$ cat src/logic/sxip_pkg.sv
// shared constants, states and helpers of the execute-in-place controller
package sxip_pkg;
  // ==========================================================
  // register map
  localparam logic [31:0] SXIP_BASE = 32'hffff4000; // block base address
  localparam logic [3:0] SXIP_OFF_CTRL = 4'h0; // module_control
  localparam logic [3:0] SXIP_OFF_RSVD = 4'h4; // reserved, reads zero
  localparam logic [3:0] SXIP_OFF_LOW = 4'h8; // spi_data_low
  localparam logic [3:0] SXIP_OFF_HIGH = 4'hc; // spi_data_high
  localparam logic [31:0] SXIP_CTRL_RST = 32'h00000000; // control reset
  localparam logic [31:0] SXIP_CTRL_WMASK = 32'h07ffffff; // writable bits
  // ==========================================================
  // control field positions
  localparam int SXIP_B_EN = 0; // module enable
  localparam int SXIP_B_PRSC = 1; // coarse_prescale_sel, 3 bits
  localparam int SXIP_B_CPOL = 4; // clock_polarity
  localparam int SXIP_B_CPHA = 5; // clock_phase
  localparam int SXIP_B_NB = 6; // transfer_byte_count, 4 bits
  localparam int SXIP_B_XEN = 10; // execute-in-place enable
  localparam int SXIP_B_AB = 11; // address_bytes_minus_one, 2 bits
  localparam int SXIP_B_CMD = 13; // read opcode, 8 bits
  localparam int SXIP_B_CSEN = 21; // select_permit
  localparam int SXIP_B_FAST = 22; // fast_clock_mode
  localparam int SXIP_B_CDIV = 23; // fine_clock_divider, 4 bits
  localparam int SXIP_B_PBUSY = 30; // serial_phy_busy
  localparam int SXIP_B_XBUSY = 31; // transparent access busy
  // ==========================================================
  // transfer shapes
  localparam logic [3:0] SXIP_REGION = 4'he; // top nibble of flash window
  localparam int SXIP_TX_W = 72; // widest shift word
  localparam int SXIP_HALF_W = 17; // half-period counter width
  localparam logic [7:0] SXIP_HDR_FIX = 8'h02; // opcode + one address byte
  // ==========================================================
  // controller states, gray along idle-read-done
  typedef enum logic [1:0] {
    SXIP_S_IDLE = 2'b00,
    SXIP_S_DIRECT = 2'b10,
    SXIP_S_XREAD = 2'b01,
    SXIP_S_XDONE = 2'b11
  } sxip_state_e;
  // ==========================================================
  // coarse prescaler code to division factor
  function automatic logic [12:0] sxip_presc(input logic [2:0] sel);
    case (sel)
      3'h0: sxip_presc = 13'h0002;
      3'h1: sxip_presc = 13'h0004;
      3'h2: sxip_presc = 13'h0008;
      3'h3: sxip_presc = 13'h0040;
      3'h4: sxip_presc = 13'h0080;
      3'h5: sxip_presc = 13'h0400;
      3'h6: sxip_presc = 13'h0800;
      default: sxip_presc = 13'h1000;
    endcase
  endfunction
  // flash byte order to core word order
  function automatic logic [31:0] sxip_swap(input logic [31:0] w);
    sxip_swap = {w[7:0], w[15:8], w[23:16], w[31:24]};
  endfunction
endpackage

$ cat src/logic/sxip_phy.sv
// serial shift engine with clock generator and chip select
`timescale 1ns/1ns
module sxip_phy
  import sxip_pkg::*;
(
  input wire logic clk,
  input wire logic rst_n,
  input wire logic abort, // synchronous kill of any transfer
  input wire logic start, // one-cycle start pulse
  input wire logic [SXIP_TX_W-1:0] tx, // msb-aligned send word
  input wire logic [7:0] nbytes, // bytes to shift
  input wire logic [SXIP_HALF_W-1:0] half, // clocks per half period
  input wire logic cpol,
  input wire logic cpha,
  input wire logic csen,
  input wire logic spi_sdi,
  output logic busy,
  output logic byte_done, // pulse per finished byte
  output logic done, // pulse at transfer end
  output logic [31:0] rx, // last 32 received bits
  output logic spi_clk,
  output logic spi_cs_n,
  output logic spi_sdo
);
  // ==========================================================
  // data-in synchroniser
  logic [2:0] sync_q; // [0] is the raw capture stage
  logic sdi_q; // filtered level
  always_ff @(posedge clk or negedge rst_n) begin
    if (!rst_n) begin
      sync_q <= 3'h0;
      sdi_q <= 1'b0;
    end else begin
      sync_q <= {sync_q[1:0], spi_sdi};
      // a change counts once two later stages agree
      if (sync_q[1] == sync_q[2]) begin
        sdi_q <= sync_q[2];
      end
    end
  end
  // ==========================================================
  // shift engine
  logic [SXIP_TX_W-1:0] sr_q; // send shifter, zeros fill in
  logic [SXIP_HALF_W-1:0] hcnt_q; // half-period counter
  logic ph_q; // 0 first half of a bit, 1 second half
  logic lvl_q; // clock level before polarity
  logic [2:0] bit_q; // bit in byte
  logic [7:0] left_q; // bytes still to go
  logic lead_q; // no leading edge yet in this transfer
  logic tick; // half period expires
  assign tick = busy & (hcnt_q == half - 17'h00001);
  // one process owns the whole engine; abort clears only busy and the clock level, other state holds
  always_ff @(posedge clk or negedge rst_n) begin
    if (!rst_n) begin
      busy <= 1'b0;
      sr_q <= '0;
      hcnt_q <= '0;
      ph_q <= 1'b0;
      lvl_q <= 1'b0;
      bit_q <= 3'h0;
      left_q <= 8'h00;
      lead_q <= 1'b0;
      rx <= 32'h0;
      byte_done <= 1'b0;
      done <= 1'b0;
    end else begin
      byte_done <= 1'b0;
      done <= 1'b0;
      if (abort) begin
        busy <= 1'b0;
        lvl_q <= 1'b0;
      end else if (start && !busy) begin
        busy <= 1'b1;
        sr_q <= tx;
        hcnt_q <= '0;
        ph_q <= 1'b0;
        lvl_q <= 1'b0;
        bit_q <= 3'h0;
        left_q <= nbytes;
        lead_q <= 1'b1;
      end else if (tick) begin
        hcnt_q <= '0;
        ph_q <= ~ph_q;
        lvl_q <= ~ph_q;
        // sample on leading edge in phase 0, trailing in phase 1
        if (ph_q == cpha) begin
          rx <= {rx[30:0], sdi_q};
        end
        // shift on the edge opposite to sampling, so the line never
        // moves on the edge the flash samples; phase 1 keeps the
        // first bit over the first leading edge
        if (cpha ? (!ph_q && !lead_q) : ph_q) begin
          sr_q <= {sr_q[SXIP_TX_W-2:0], 1'b0};
        end
        if (!ph_q) begin
          lead_q <= 1'b0;
        end
        if (ph_q) begin
          bit_q <= bit_q + 3'h1;
          if (bit_q == 3'h7) begin
            byte_done <= 1'b1;
            left_q <= left_q - 8'h01;
            if (left_q == 8'h01) begin
              busy <= 1'b0;
              done <= 1'b1;
            end
          end
        end
      end else if (busy) begin
        hcnt_q <= hcnt_q + 17'h00001;
      end
    end
  end
  // ==========================================================
  // pins: select follows the engine and the permit bit
  assign spi_cs_n = ~(busy & csen);
  assign spi_clk = lvl_q ^ cpol;
  assign spi_sdo = sr_q[SXIP_TX_W-1];
endmodule

$ cat src/logic/sxip_cache.sv
// direct-mapped read-only block cache for flash words
`timescale 1ns/1ns
module sxip_cache
  import sxip_pkg::*;
#(
  parameter int NUM_BLOCKS = 4, // power of two, at least 2
  parameter int BLOCK_SIZE = 16 // bytes, power of two, 8 to 128
)(
  input wire logic clk,
  input wire logic rst_n,
  input wire logic clear, // invalidate every block
  input wire logic [27:0] lk_addr, // lookup byte address
  output logic lk_hit,
  output logic [31:0] lk_data,
  input wire logic wr_en, // fill one word
  input wire logic wr_last, // last word of the block
  input wire logic [27:0] wr_addr,
  input wire logic [31:0] wr_data
);
  localparam int OFF_W = $clog2(BLOCK_SIZE);
  localparam int IDX_W = $clog2(NUM_BLOCKS);
  localparam int TAG_W = 28 - OFF_W - IDX_W;
  localparam int WORDS = NUM_BLOCKS * BLOCK_SIZE / 4;
  // ==========================================================
  // storage
  logic [31:0] data_q [WORDS]; // word array, no reset needed
  logic [TAG_W-1:0] tag_q [NUM_BLOCKS]; // block tags
  logic [NUM_BLOCKS-1:0] val_q; // block valid flags
  logic [IDX_W-1:0] lk_idx; // lookup block
  logic [IDX_W-1:0] wr_idx; // fill block
  assign lk_idx = lk_addr[OFF_W +: IDX_W];
  assign wr_idx = wr_addr[OFF_W +: IDX_W];
  assign lk_hit = val_q[lk_idx] & (tag_q[lk_idx] == lk_addr[27 -: TAG_W]);
  assign lk_data = data_q[{lk_idx, lk_addr[OFF_W-1:2]}];
  // ==========================================================
  // word fill; a block only turns valid once all its words are in
  always_ff @(posedge clk) begin
    if (wr_en) begin
      data_q[{wr_idx, wr_addr[OFF_W-1:2]}] <= wr_data;
    end
  end
  // ==========================================================
  // tags and valid flags; clear wins so a fence is never missed
  always_ff @(posedge clk or negedge rst_n) begin
    if (!rst_n) begin
      val_q <= '0;
      for (int i = 0; i < NUM_BLOCKS; i++) begin
        tag_q[i] <= '0;
      end
    end else if (clear) begin
      val_q <= '0;
    end else if (wr_en && wr_last) begin
      val_q[wr_idx] <= 1'b1;
      tag_q[wr_idx] <= wr_addr[27 -: TAG_W];
    end
  end
endmodule

$ cat src/logic/sxip_top.sv
// execute-in-place controller: registers, flash window and sequencing
`timescale 1ns/1ns
module sxip_top
  import sxip_pkg::*;
#(
  parameter bit CACHE_EN = 1'b1, // build the block cache
  parameter int NUM_BLOCKS = 4, // cache blocks, power of two
  parameter int BLOCK_SIZE = 16 // bytes per block, power of two
)(
  input wire logic clk,
  input wire logic rst_n,
  input wire logic io_stb, // register access strobe
  input wire logic io_we, // register write
  input wire logic [31:0] io_addr,
  input wire logic [31:0] io_wdata,
  output logic [31:0] io_rdata,
  output logic io_ack,
  input wire logic xip_req, // flash window request strobe
  input wire logic xip_we, // window write attempt
  input wire logic [31:0] xip_addr,
  output logic [31:0] xip_rdata,
  output logic xip_ack,
  output logic xip_err,
  input wire logic fence, // core fence pulse
  output logic spi_cs_n,
  output logic spi_clk,
  output logic spi_sdo,
  input wire logic spi_sdi
);
  localparam int OFF_W = $clog2(BLOCK_SIZE);
  localparam logic [7:0] BLK_BYTES = 8'(BLOCK_SIZE);
  // ==========================================================
  // control fields
  logic [31:0] ctrl_q; // software-written control
  logic en; // module enable
  logic xen; // flash window enable
  logic csen; // select_permit
  logic [1:0] ab; // address_bytes_minus_one
  logic [7:0] cmd; // read opcode
  logic [3:0] nb; // transfer_byte_count
  assign en = ctrl_q[SXIP_B_EN];
  assign xen = ctrl_q[SXIP_B_XEN];
  assign csen = ctrl_q[SXIP_B_CSEN];
  assign ab = ctrl_q[SXIP_B_AB +: 2];
  assign cmd = ctrl_q[SXIP_B_CMD +: 8];
  assign nb = ctrl_q[SXIP_B_NB +: 4];
  // ==========================================================
  // clock rate: half period in main clocks
  logic [12:0] factor; // coarse factor after fast override
  logic [17:0] half_full; // factor times fine step
  logic [SXIP_HALF_W-1:0] half; // clocks per half period
  always_comb begin
    factor = sxip_presc(ctrl_q[SXIP_B_PRSC +: 3]);
    if (ctrl_q[SXIP_B_FAST]) begin
      factor = 13'h0001;
    end
  end
  assign half_full = factor * {1'b0, ctrl_q[SXIP_B_CDIV +: 4]} + 18'(factor);
  assign half = half_full[SXIP_HALF_W-1:0];
  // ==========================================================
  // bus decode
  logic sel; // access inside the block's span
  logic [3:0] off; // register offset
  logic wr_high; // write to spi_data_high
  assign sel = io_stb & (io_addr[31:4] == SXIP_BASE[31:4]);
  assign off = io_addr[3:0];
  assign wr_high = sel & io_we & (off == SXIP_OFF_HIGH);
  // ==========================================================
  // sequencer signals
  sxip_state_e st_q; // controller state
  logic phy_busy;
  logic phy_done;
  logic phy_byte;
  logic [31:0] phy_rx;
  logic phy_start;
  logic [SXIP_TX_W-1:0] phy_tx;
  logic [7:0] phy_nb;
  logic [31:0] spi_data_low_q; // send low half / received word
  logic go_direct; // accepted direct transfer
  logic xip_take; // window request in idle
  logic xip_bad; // window request to refuse
  logic hit; // cache hit on the idle lookup
  logic [31:0] hit_data;
  logic [27:0] addr_q; // captured window address
  logic [27:0] lk_addr; // cache lookup address
  logic [31:0] xa; // aligned window address
  logic [7:0] hdr; // opcode plus address bytes
  logic [7:0] bc_q; // finished bytes of this read
  logic [7:0] di; // data byte index
  logic fill_wr;
  logic fill_last;
  logic cache_clr;
  assign go_direct = wr_high & en & ~xen & (st_q == SXIP_S_IDLE);
  assign xip_take = xip_req & (st_q == SXIP_S_IDLE);
  assign xip_bad = xip_we | ~en | ~xen
    | (xip_addr[31:28] != SXIP_REGION);
  assign hdr = {6'h00, ab} + SXIP_HDR_FIX;
  assign di = bc_q - hdr;
  assign lk_addr = (st_q == SXIP_S_IDLE) ? xip_addr[27:0] : addr_q;
  assign cache_clr = ~en | ~xen | fence;
  // ==========================================================
  // send word: top nibble is zero so four-byte addresses stay in range
  always_comb begin
    xa = {4'h0, xip_addr[27:0]};
    if (CACHE_EN) begin
      xa = xa & ~32'(BLOCK_SIZE - 1);
    end else begin
      xa = xa & ~32'h00000003;
    end
    if (go_direct) begin
      phy_tx = {io_wdata, spi_data_low_q, 8'h00};
      phy_nb = {4'h0, nb};
    end else begin
      phy_tx = {cmd, xa << {~ab, 3'b000}, 32'h0};
      phy_nb = CACHE_EN ? hdr + BLK_BYTES : {4'h0, nb};
    end
  end
  assign phy_start = go_direct | (xip_take & ~xip_bad & ~hit);
  // ==========================================================
  // cache fill: every fourth data byte completes one word
  assign fill_wr = (st_q == SXIP_S_XREAD) & phy_byte & (bc_q >= hdr)
    & (di[1:0] == 2'b11);
  assign fill_last = di == BLK_BYTES - 8'h01;
  generate
    if (CACHE_EN) begin : g_cache
      logic lk_hit_w;
      sxip_cache #(
        .NUM_BLOCKS(NUM_BLOCKS),
        .BLOCK_SIZE(BLOCK_SIZE)
      ) u_cache (
        .clk(clk),
        .rst_n(rst_n),
        .clear(cache_clr),
        .lk_addr(lk_addr),
        .lk_hit(lk_hit_w),
        .lk_data(hit_data),
        .wr_en(fill_wr),
        .wr_last(fill_last),
        .wr_addr({addr_q[27:OFF_W], di[OFF_W-1:0]}),
        .wr_data(sxip_swap(phy_rx))
      );
      assign hit = lk_hit_w & (st_q == SXIP_S_IDLE);
    end else begin : g_nocache
      assign hit = 1'b0;
      assign hit_data = 32'h0;
    end
  endgenerate
  // ==========================================================
  // control register
  always_ff @(posedge clk or negedge rst_n) begin
    if (!rst_n) begin
      ctrl_q <= SXIP_CTRL_RST;
    end else if (sel && io_we && off == SXIP_OFF_CTRL) begin
      ctrl_q <= io_wdata & SXIP_CTRL_WMASK;
    end
  end
  // ==========================================================
  // direct data; received word overrides a racing software write
  always_ff @(posedge clk or negedge rst_n) begin
    if (!rst_n) begin
      spi_data_low_q <= 32'h0;
    end else if (!en) begin
      spi_data_low_q <= 32'h0;
    end else if (st_q == SXIP_S_DIRECT && phy_done) begin
      spi_data_low_q <= phy_rx;
    end else if (sel && io_we && off == SXIP_OFF_LOW) begin
      spi_data_low_q <= io_wdata;
    end
  end
  // ==========================================================
  // register read and acknowledge; high half is write-only
  always_ff @(posedge clk or negedge rst_n) begin
    if (!rst_n) begin
      io_ack <= 1'b0;
      io_rdata <= 32'h0;
    end else begin
      io_ack <= sel;
      io_rdata <= 32'h0;
      if (sel && !io_we) begin
        unique case (off)
          SXIP_OFF_CTRL: begin
            io_rdata <= ctrl_q;
            io_rdata[SXIP_B_PBUSY] <= phy_busy;
            io_rdata[SXIP_B_XBUSY] <= st_q[0];
          end
          SXIP_OFF_LOW: io_rdata <= spi_data_low_q;
          default: io_rdata <= 32'h0;
        endcase
      end
    end
  end
  // ==========================================================
  // sequencer and window answers
  always_ff @(posedge clk or negedge rst_n) begin
    if (!rst_n) begin
      st_q <= SXIP_S_IDLE;
      addr_q <= 28'h0;
      xip_ack <= 1'b0;
      xip_err <= 1'b0;
      xip_rdata <= 32'h0;
    end else begin
      xip_ack <= 1'b0;
      xip_err <= 1'b0;
      unique case (st_q)
        SXIP_S_IDLE: begin
          if (go_direct) begin
            st_q <= SXIP_S_DIRECT;
          end else if (xip_take) begin
            addr_q <= xip_addr[27:0];
            if (xip_bad) begin
              xip_err <= 1'b1;
            end else if (hit) begin
              xip_rdata <= hit_data;
              xip_ack <= 1'b1;
            end else begin
              st_q <= SXIP_S_XREAD;
            end
          end
        end
        SXIP_S_DIRECT: begin
          if (!en || phy_done) begin
            st_q <= SXIP_S_IDLE;
          end
        end
        SXIP_S_XREAD: begin
          if (!en || !xen) begin
            xip_err <= 1'b1;
            st_q <= SXIP_S_IDLE;
          end else if (phy_done) begin
            if (CACHE_EN) begin
              st_q <= SXIP_S_XDONE;
            end else begin
              xip_rdata <= sxip_swap(phy_rx);
              xip_ack <= 1'b1;
              st_q <= SXIP_S_IDLE;
            end
          end
        end
        SXIP_S_XDONE: begin
          xip_rdata <= hit_data;
          xip_ack <= 1'b1;
          st_q <= SXIP_S_IDLE;
        end
      endcase
    end
  end
  // ==========================================================
  // byte counter of the running window read
  always_ff @(posedge clk or negedge rst_n) begin
    if (!rst_n) begin
      bc_q <= 8'h00;
    end else if (st_q != SXIP_S_XREAD) begin
      bc_q <= 8'h00;
    end else if (phy_byte) begin
      bc_q <= bc_q + 8'h01;
    end
  end
  // ==========================================================
  // serial engine
  sxip_phy u_phy (
    .clk(clk),
    .rst_n(rst_n),
    .abort(~en | (~xen & st_q[0])),
    .start(phy_start),
    .tx(phy_tx),
    .nbytes(phy_nb),
    .half(half),
    .cpol(ctrl_q[SXIP_B_CPOL]),
    .cpha(ctrl_q[SXIP_B_CPHA]),
    .csen(csen),
    .spi_sdi(spi_sdi),
    .busy(phy_busy),
    .byte_done(phy_byte),
    .done(phy_done),
    .rx(phy_rx),
    .spi_clk(spi_clk),
    .spi_cs_n(spi_cs_n),
    .spi_sdo(spi_sdo)
  );
endmodule

$ cat config.mk
export PLATFORM = sky130hd
export DESIGN_NAME = sxip_top
export DESIGN_NICKNAME = d
export VERILOG_FILES = /design/src/logic/sxip_pkg.sv /design/src/logic/sxip_phy.sv /design/src/logic/sxip_cache.sv /design/src/logic/sxip_top.sv
export SDC_FILE = /design/constraint.sdc
export NUM_CORES = 2
export LEC_CHECK = 0
export BUFFER_PORTS_ARGS = -buffer_cell sky130_fd_sc_hd__buf_2
export CAP_MARGIN = 20
export CORE_MARGIN = 2
export CORE_UTILIZATION = 40
export CTS_CLUSTER_DIAMETER = 50
export CTS_CLUSTER_SIZE = 14
export DETAILED_ROUTE_END_ITERATION = 8
export GPL_ROUTABILITY_DRIVEN = 0
export PLACE_DENSITY = 0.54
export REMOVE_ABC_BUFFERS = 1
export SLEW_MARGIN = 25
export SYNTH_ARGS = -nofsm -noshare
export SYNTH_HDL_FRONTEND = slang
export SYNTH_SLANG_ARGS = --single-unit
$ cat constraint.sdc
create_clock -name clk -period 14 [get_ports clk]
set_input_delay 2.1 -clock clk [delete_from_list [all_inputs] [get_ports clk]]
set_output_delay 2.1 -clock clk [all_outputs]
set_load 0.05 [all_outputs]
==> summary.json <==
{
  "initial_core_util": {"value": 0.4019},
  "synth_seq_cells": {"value": 900},
  "area_growth": {"value": 14.66, "unit": "%"},
  "leakagePower": {"value": 17.68, "unit": "nW"},
  "synthArstFlopShare": {"value": 0.4311},
  "setup-tns-final": {"value": 0, "unit": "ns"},
  "detailedPlacementHpwl": {"value": 69.36, "unit": "mm"},
  "pin_count": {"value": 174},
  "full_die_area": {"value": 104500, "unit": "um^2"},
  "global_route_wire_length_before_repair": {"value": 169.8, "unit": "mm"},
  "dieHeight": {"value": 323.3, "unit": "um"},
  "grt_usage": {"value": 0.2198},
  "synth_cell_types": {"value": 89},
  "cts_num_sinks": {"value": 900},
  "netlist_instances": {"value": 2883},
  "clk_latency": {"value": 0.70, "unit": "ns"},
  "worst_setup_path_end_kind": {"value": "register"},
  "routedWlPerCell": {"value": 25.45, "unit": "um"},
  "max-cap-violations": {"value": 0},
  "synth.avg_cell_area": {"value": 14.14, "unit": "um^2"},
  "critical_path_peak_fanout": {"value": 64},
  "post-synth-top-area-fraction": {"value": 0.3771},
  "row_count": {"value": 117},
  "post-route-period-util": {"value": 0.5279},
  "critical-path-max-stage-delay": {"value": 0.85, "unit": "ns"},
  "route.detailed.drc": {"value": 0},
  "report.final.hold_viol_count": {"value": 0},
  "slew_of_the_pin_with_the_lowest_slew_margin": {"value": 0.9896, "unit": "ns"},
  "port_buffers": {"value": 171},
  "firstDrtPassIters": {"value": 5},
  "synth_top_cells_by_count": {"value": "512 x edfxtp_1, 388 x dfrtp_1, 263 x nand2_1, 241 x mux2_2, 148 x nor2_1"},
  "rsz_0062_raised_after_global_routing": {"value": "no"},
  "crit_type": {"value": "reg -> reg"},
  "timing.clock.skew": {"value": 0.04083, "unit": "ns"},
  "timing.max_slew.rel_slack": {"value": 0.3395},
  "core_area": {"value": 101400, "unit": "um^2"},
  "synth_seq_area_share": {"value": 0.6152},
  "number_of_cts_inserted_buffers": {"value": 105},
  "critPathLaunchType": {"value": "register"},
  "report.power.total": {"value": 5.710, "unit": "mW"},
  "cts_max_level": {"value": 3},
  "antenna_found_initial": {"value": 9},
  "ctsLongestPathBuffers": {"value": 3},
  "crit_required": {"value": 14.55, "unit": "ns"},
  "post_route_cells_drive_above_1_share": {"value": 0.2635},
  "ys_top_cells_by_area": {"value": "edfxtp_1 38%, dfrtp_1 24%, mux4_2 7.1%"},
  "peakVddDrop": {"value": 106.8, "unit": "uV"},
  "finish.net_count": {"value": 3213},
  "remaining_antenna_violation_count": {"value": 0},
  "dr_vias": {"value": 25626},
  "synth-main-ff-cell": {"value": "edfxtp_1"},
  "cts_hold_repair.buffers": {"value": 0},
  "synth_most_common_cell": {"value": "edfxtp_1"},
  "post_cts_resize_count": {"value": 0},
  "finalWorstPathRequiredPeriod": {"value": 7.391, "unit": "ns"},
  "detail_route.iter0.violations": {"value": 2297},
  "power_per_cell_area": {"value": 122.1, "unit": "nW/um^2"},
  "worst_path_max_delay_cell": {"value": "nor4_1"},
  "fill_cells": {"value": 8953},
  "pin_count_of_the_biggest_net_entering_global_routing": {"value": 154},
  "cts.repair_timing.setup_buffer_count": {"value": 0},
  "cell_breakdown_of_the_critical_path": {"value": "nor4_1 > nand2_1 > fa_1 > inv_1 > ha_1 > inv_1 > fa_1 > inv_1 > ha_1 > inv_1 > fa_1 > xor2_1 > nand4_1 > a2111oi_1 > nand3_1 > nor4_1 > nand4b_1 > nor4_4 > nand2_1 > a21oi_4 > buf_4 > mux2_2"},
  "finalMaxSlewViolations": {"value": 0},
  "clock-root-buffer": {"value": "clkbuf_16"},
  "synth_top_cell_by_area": {"value": "edfxtp_1"},
  "status": {"value": "finished, final reports clean"},
  "max_clock_freq": {"value": 135.3, "unit": "MHz"},
  "synthesis.area": {"value": 40770, "unit": "um^2"},
  "worst_min_path_class": {"value": "reg -> reg"},
  "yosysWarningCount": {"value": 0},
  "finalNonFillerCells": {"value": 4503},
  "routed_wl": {"value": 114.6, "unit": "mm"},
  "crit_top_cell": {"value": "inv_1"},
  "grt_pass1_vias": {"value": 26031},
  "arrival": {"value": 7.94, "unit": "ns"},
  "tritoncts": {"value": "done"},
  "vias_per_cell": {"value": 5.691},
  "dpl.cell_count": {"value": 4300},
  "path_clk_slew": {"value": 0.06, "unit": "ns"},
  "synth_edf_count": {"value": 512},
  "grt_overflow": {"value": 0},
  "setup_viol": {"value": 0},
  "chipWidth": {"value": 323.3, "unit": "um"}
}
## power by group
| group | internal, mW | total [mW] | switching (mW) |
|---|---|---|---|
| Clock | 1.52 | 2.72 | 1.20 |
| Sequential | 2.79 | 2.80 | 0.0119 |
| Combinational | 0.0596 | 0.188 | 0.129 |
## sequential cells by signal, indices dropped and copies added (netlist names), 2 cells and up
signal,cells
spi_data_low_q,32
g_cache.u_cache.data_q,512
st_q,2
u_phy.left_q,8
u_phy.sr_q,64
io_rdata,32
u_phy.bit_q,3
u_phy.sync_q,3
xip_rdata,32
u_phy.hcnt_q,17
bc_q,8
u_phy.rx,32
g_cache.u_cache.tag_q,88
ctrl_q,27
addr_q,26
g_cache.u_cache.val_q,4
## metrics by stage
stage | area, um^2 | setup slack, ns | util | hold WS [ns]
2_1_floorplan | 39990 | -1.211 | - | 0.3312
3_3_place_gp | 43160 | 6.189 | 0.4255 | 0.3417
3_5_place_dp | 43190 | 6.207 | 0.4258 | 0.3403
4_1_cts | 46730 | 6.607 | 0.4606 | 0.3543
5_1_grt | 46740 | 6.063 | 0.4607 | 0.3687
6_report | 46750 | 6.609 | 0.4608 | 0.3525
## critical path, delay by kind of cell, from the launching register on
family                     cells  cell delay [ns]
AOI/OAI and AO/OA              2             0.77
xor gates and xnor gates       1             0.15
adders and majority gates      5             1.99
buffers and inverters          5             1.01
DFF                            1             0.51
muxes                          1             0.41
and+or+nand+nor                8             2.37
## cell type report
cell class,count,area (um^2),share of cell area
Inverter,77,289.0,0.006183
Timing Repair Buffer,218,1271,0.02719
Multi-Input combinational cell,1737,14850,0.3176
Antenna cell,4,10.01,0.0002141
Tap cell,1368,1712,0.03661
Sequential cell,900,25080,0.5366
Clock inverter,67,661.9,0.01416
Clock buffer,132,2872,0.06142
## routing by layer
| metal | share of wire | routed length, um | global-route usage |
|---|---|---|---|
| met5 | 0.00030 | 34 | 0 |
| met2 | 0.48 | 54910 | 0.3588 |
| met4 | 0.031 | 3598 | 0.07214 |
| met3 | 0.058 | 6607 | 0.03156 |
| met1 | 0.43 | 49440 | 0.3028 |
## kinds of logic after synthesis
group | count (synthesis) | share of synthesized area
AO/OA/AOI/OAI | 445 | 0.07374
XOR/XNOR | 46 | 0.01059
adder cells (fa/ha/maj) | 71 | 0.02578
buffers and inverters | 246 | 0.02636
flip-flops | 900 | 0.6152
multiplexers | 485 | 0.1676
AND/OR/NAND/NOR | 690 | 0.08074
## path summary, 6_finish.rpt
check                                             to  slack, ns  cells past startpoint       startpoint
setup / recovery                      u_phy.sr_q[66]       6.61                     22       ctrl_q[22]
hold / removal                       u_phy.sync_q[1]       0.35                      0  u_phy.sync_q[0]
setup reg to reg                      u_phy.sr_q[66]       6.61                     22       ctrl_q[22]
hold reg to reg                      u_phy.sync_q[1]       0.35                      0  u_phy.sync_q[0]
max in group asynchronous  g_cache.u_cache.tag_q[61]      10.44                      3            rst_n
min in group asynchronous              xip_rdata[17]       1.36                      1            rst_n
## cells in the final DEF, fill, tap and decap left out, types with 15 or more instances in the layout
master / instances
inv_6: 15
a21oi_1: 107
nor2b_1: 15
and2_1: 21
xnor2_1: 27
o21ai_0: 52
inv_1: 77
a31oi_1: 42
nor2_4: 19
ha_1: 47
buf_2: 170
clkbuf_16: 107
a21o_1: 26
clkbuf_1: 15
nor3_1: 33
edfxtp_1: 512
nand4_1: 25
xor2_1: 17
mux2i_1: 67
mux4_2: 128
and3_1: 60
a22o_1: 31
or3_1: 15
clkinv_2: 15
mux2_2: 240
mux2_1: 45
a22oi_1: 75
nand3_1: 35
nor2_1: 128
fa_1: 22
nand2_1: 262
dfrtp_1: 388
buf_4: 42
No activity file was read; power rests on OpenSTA's default activity.
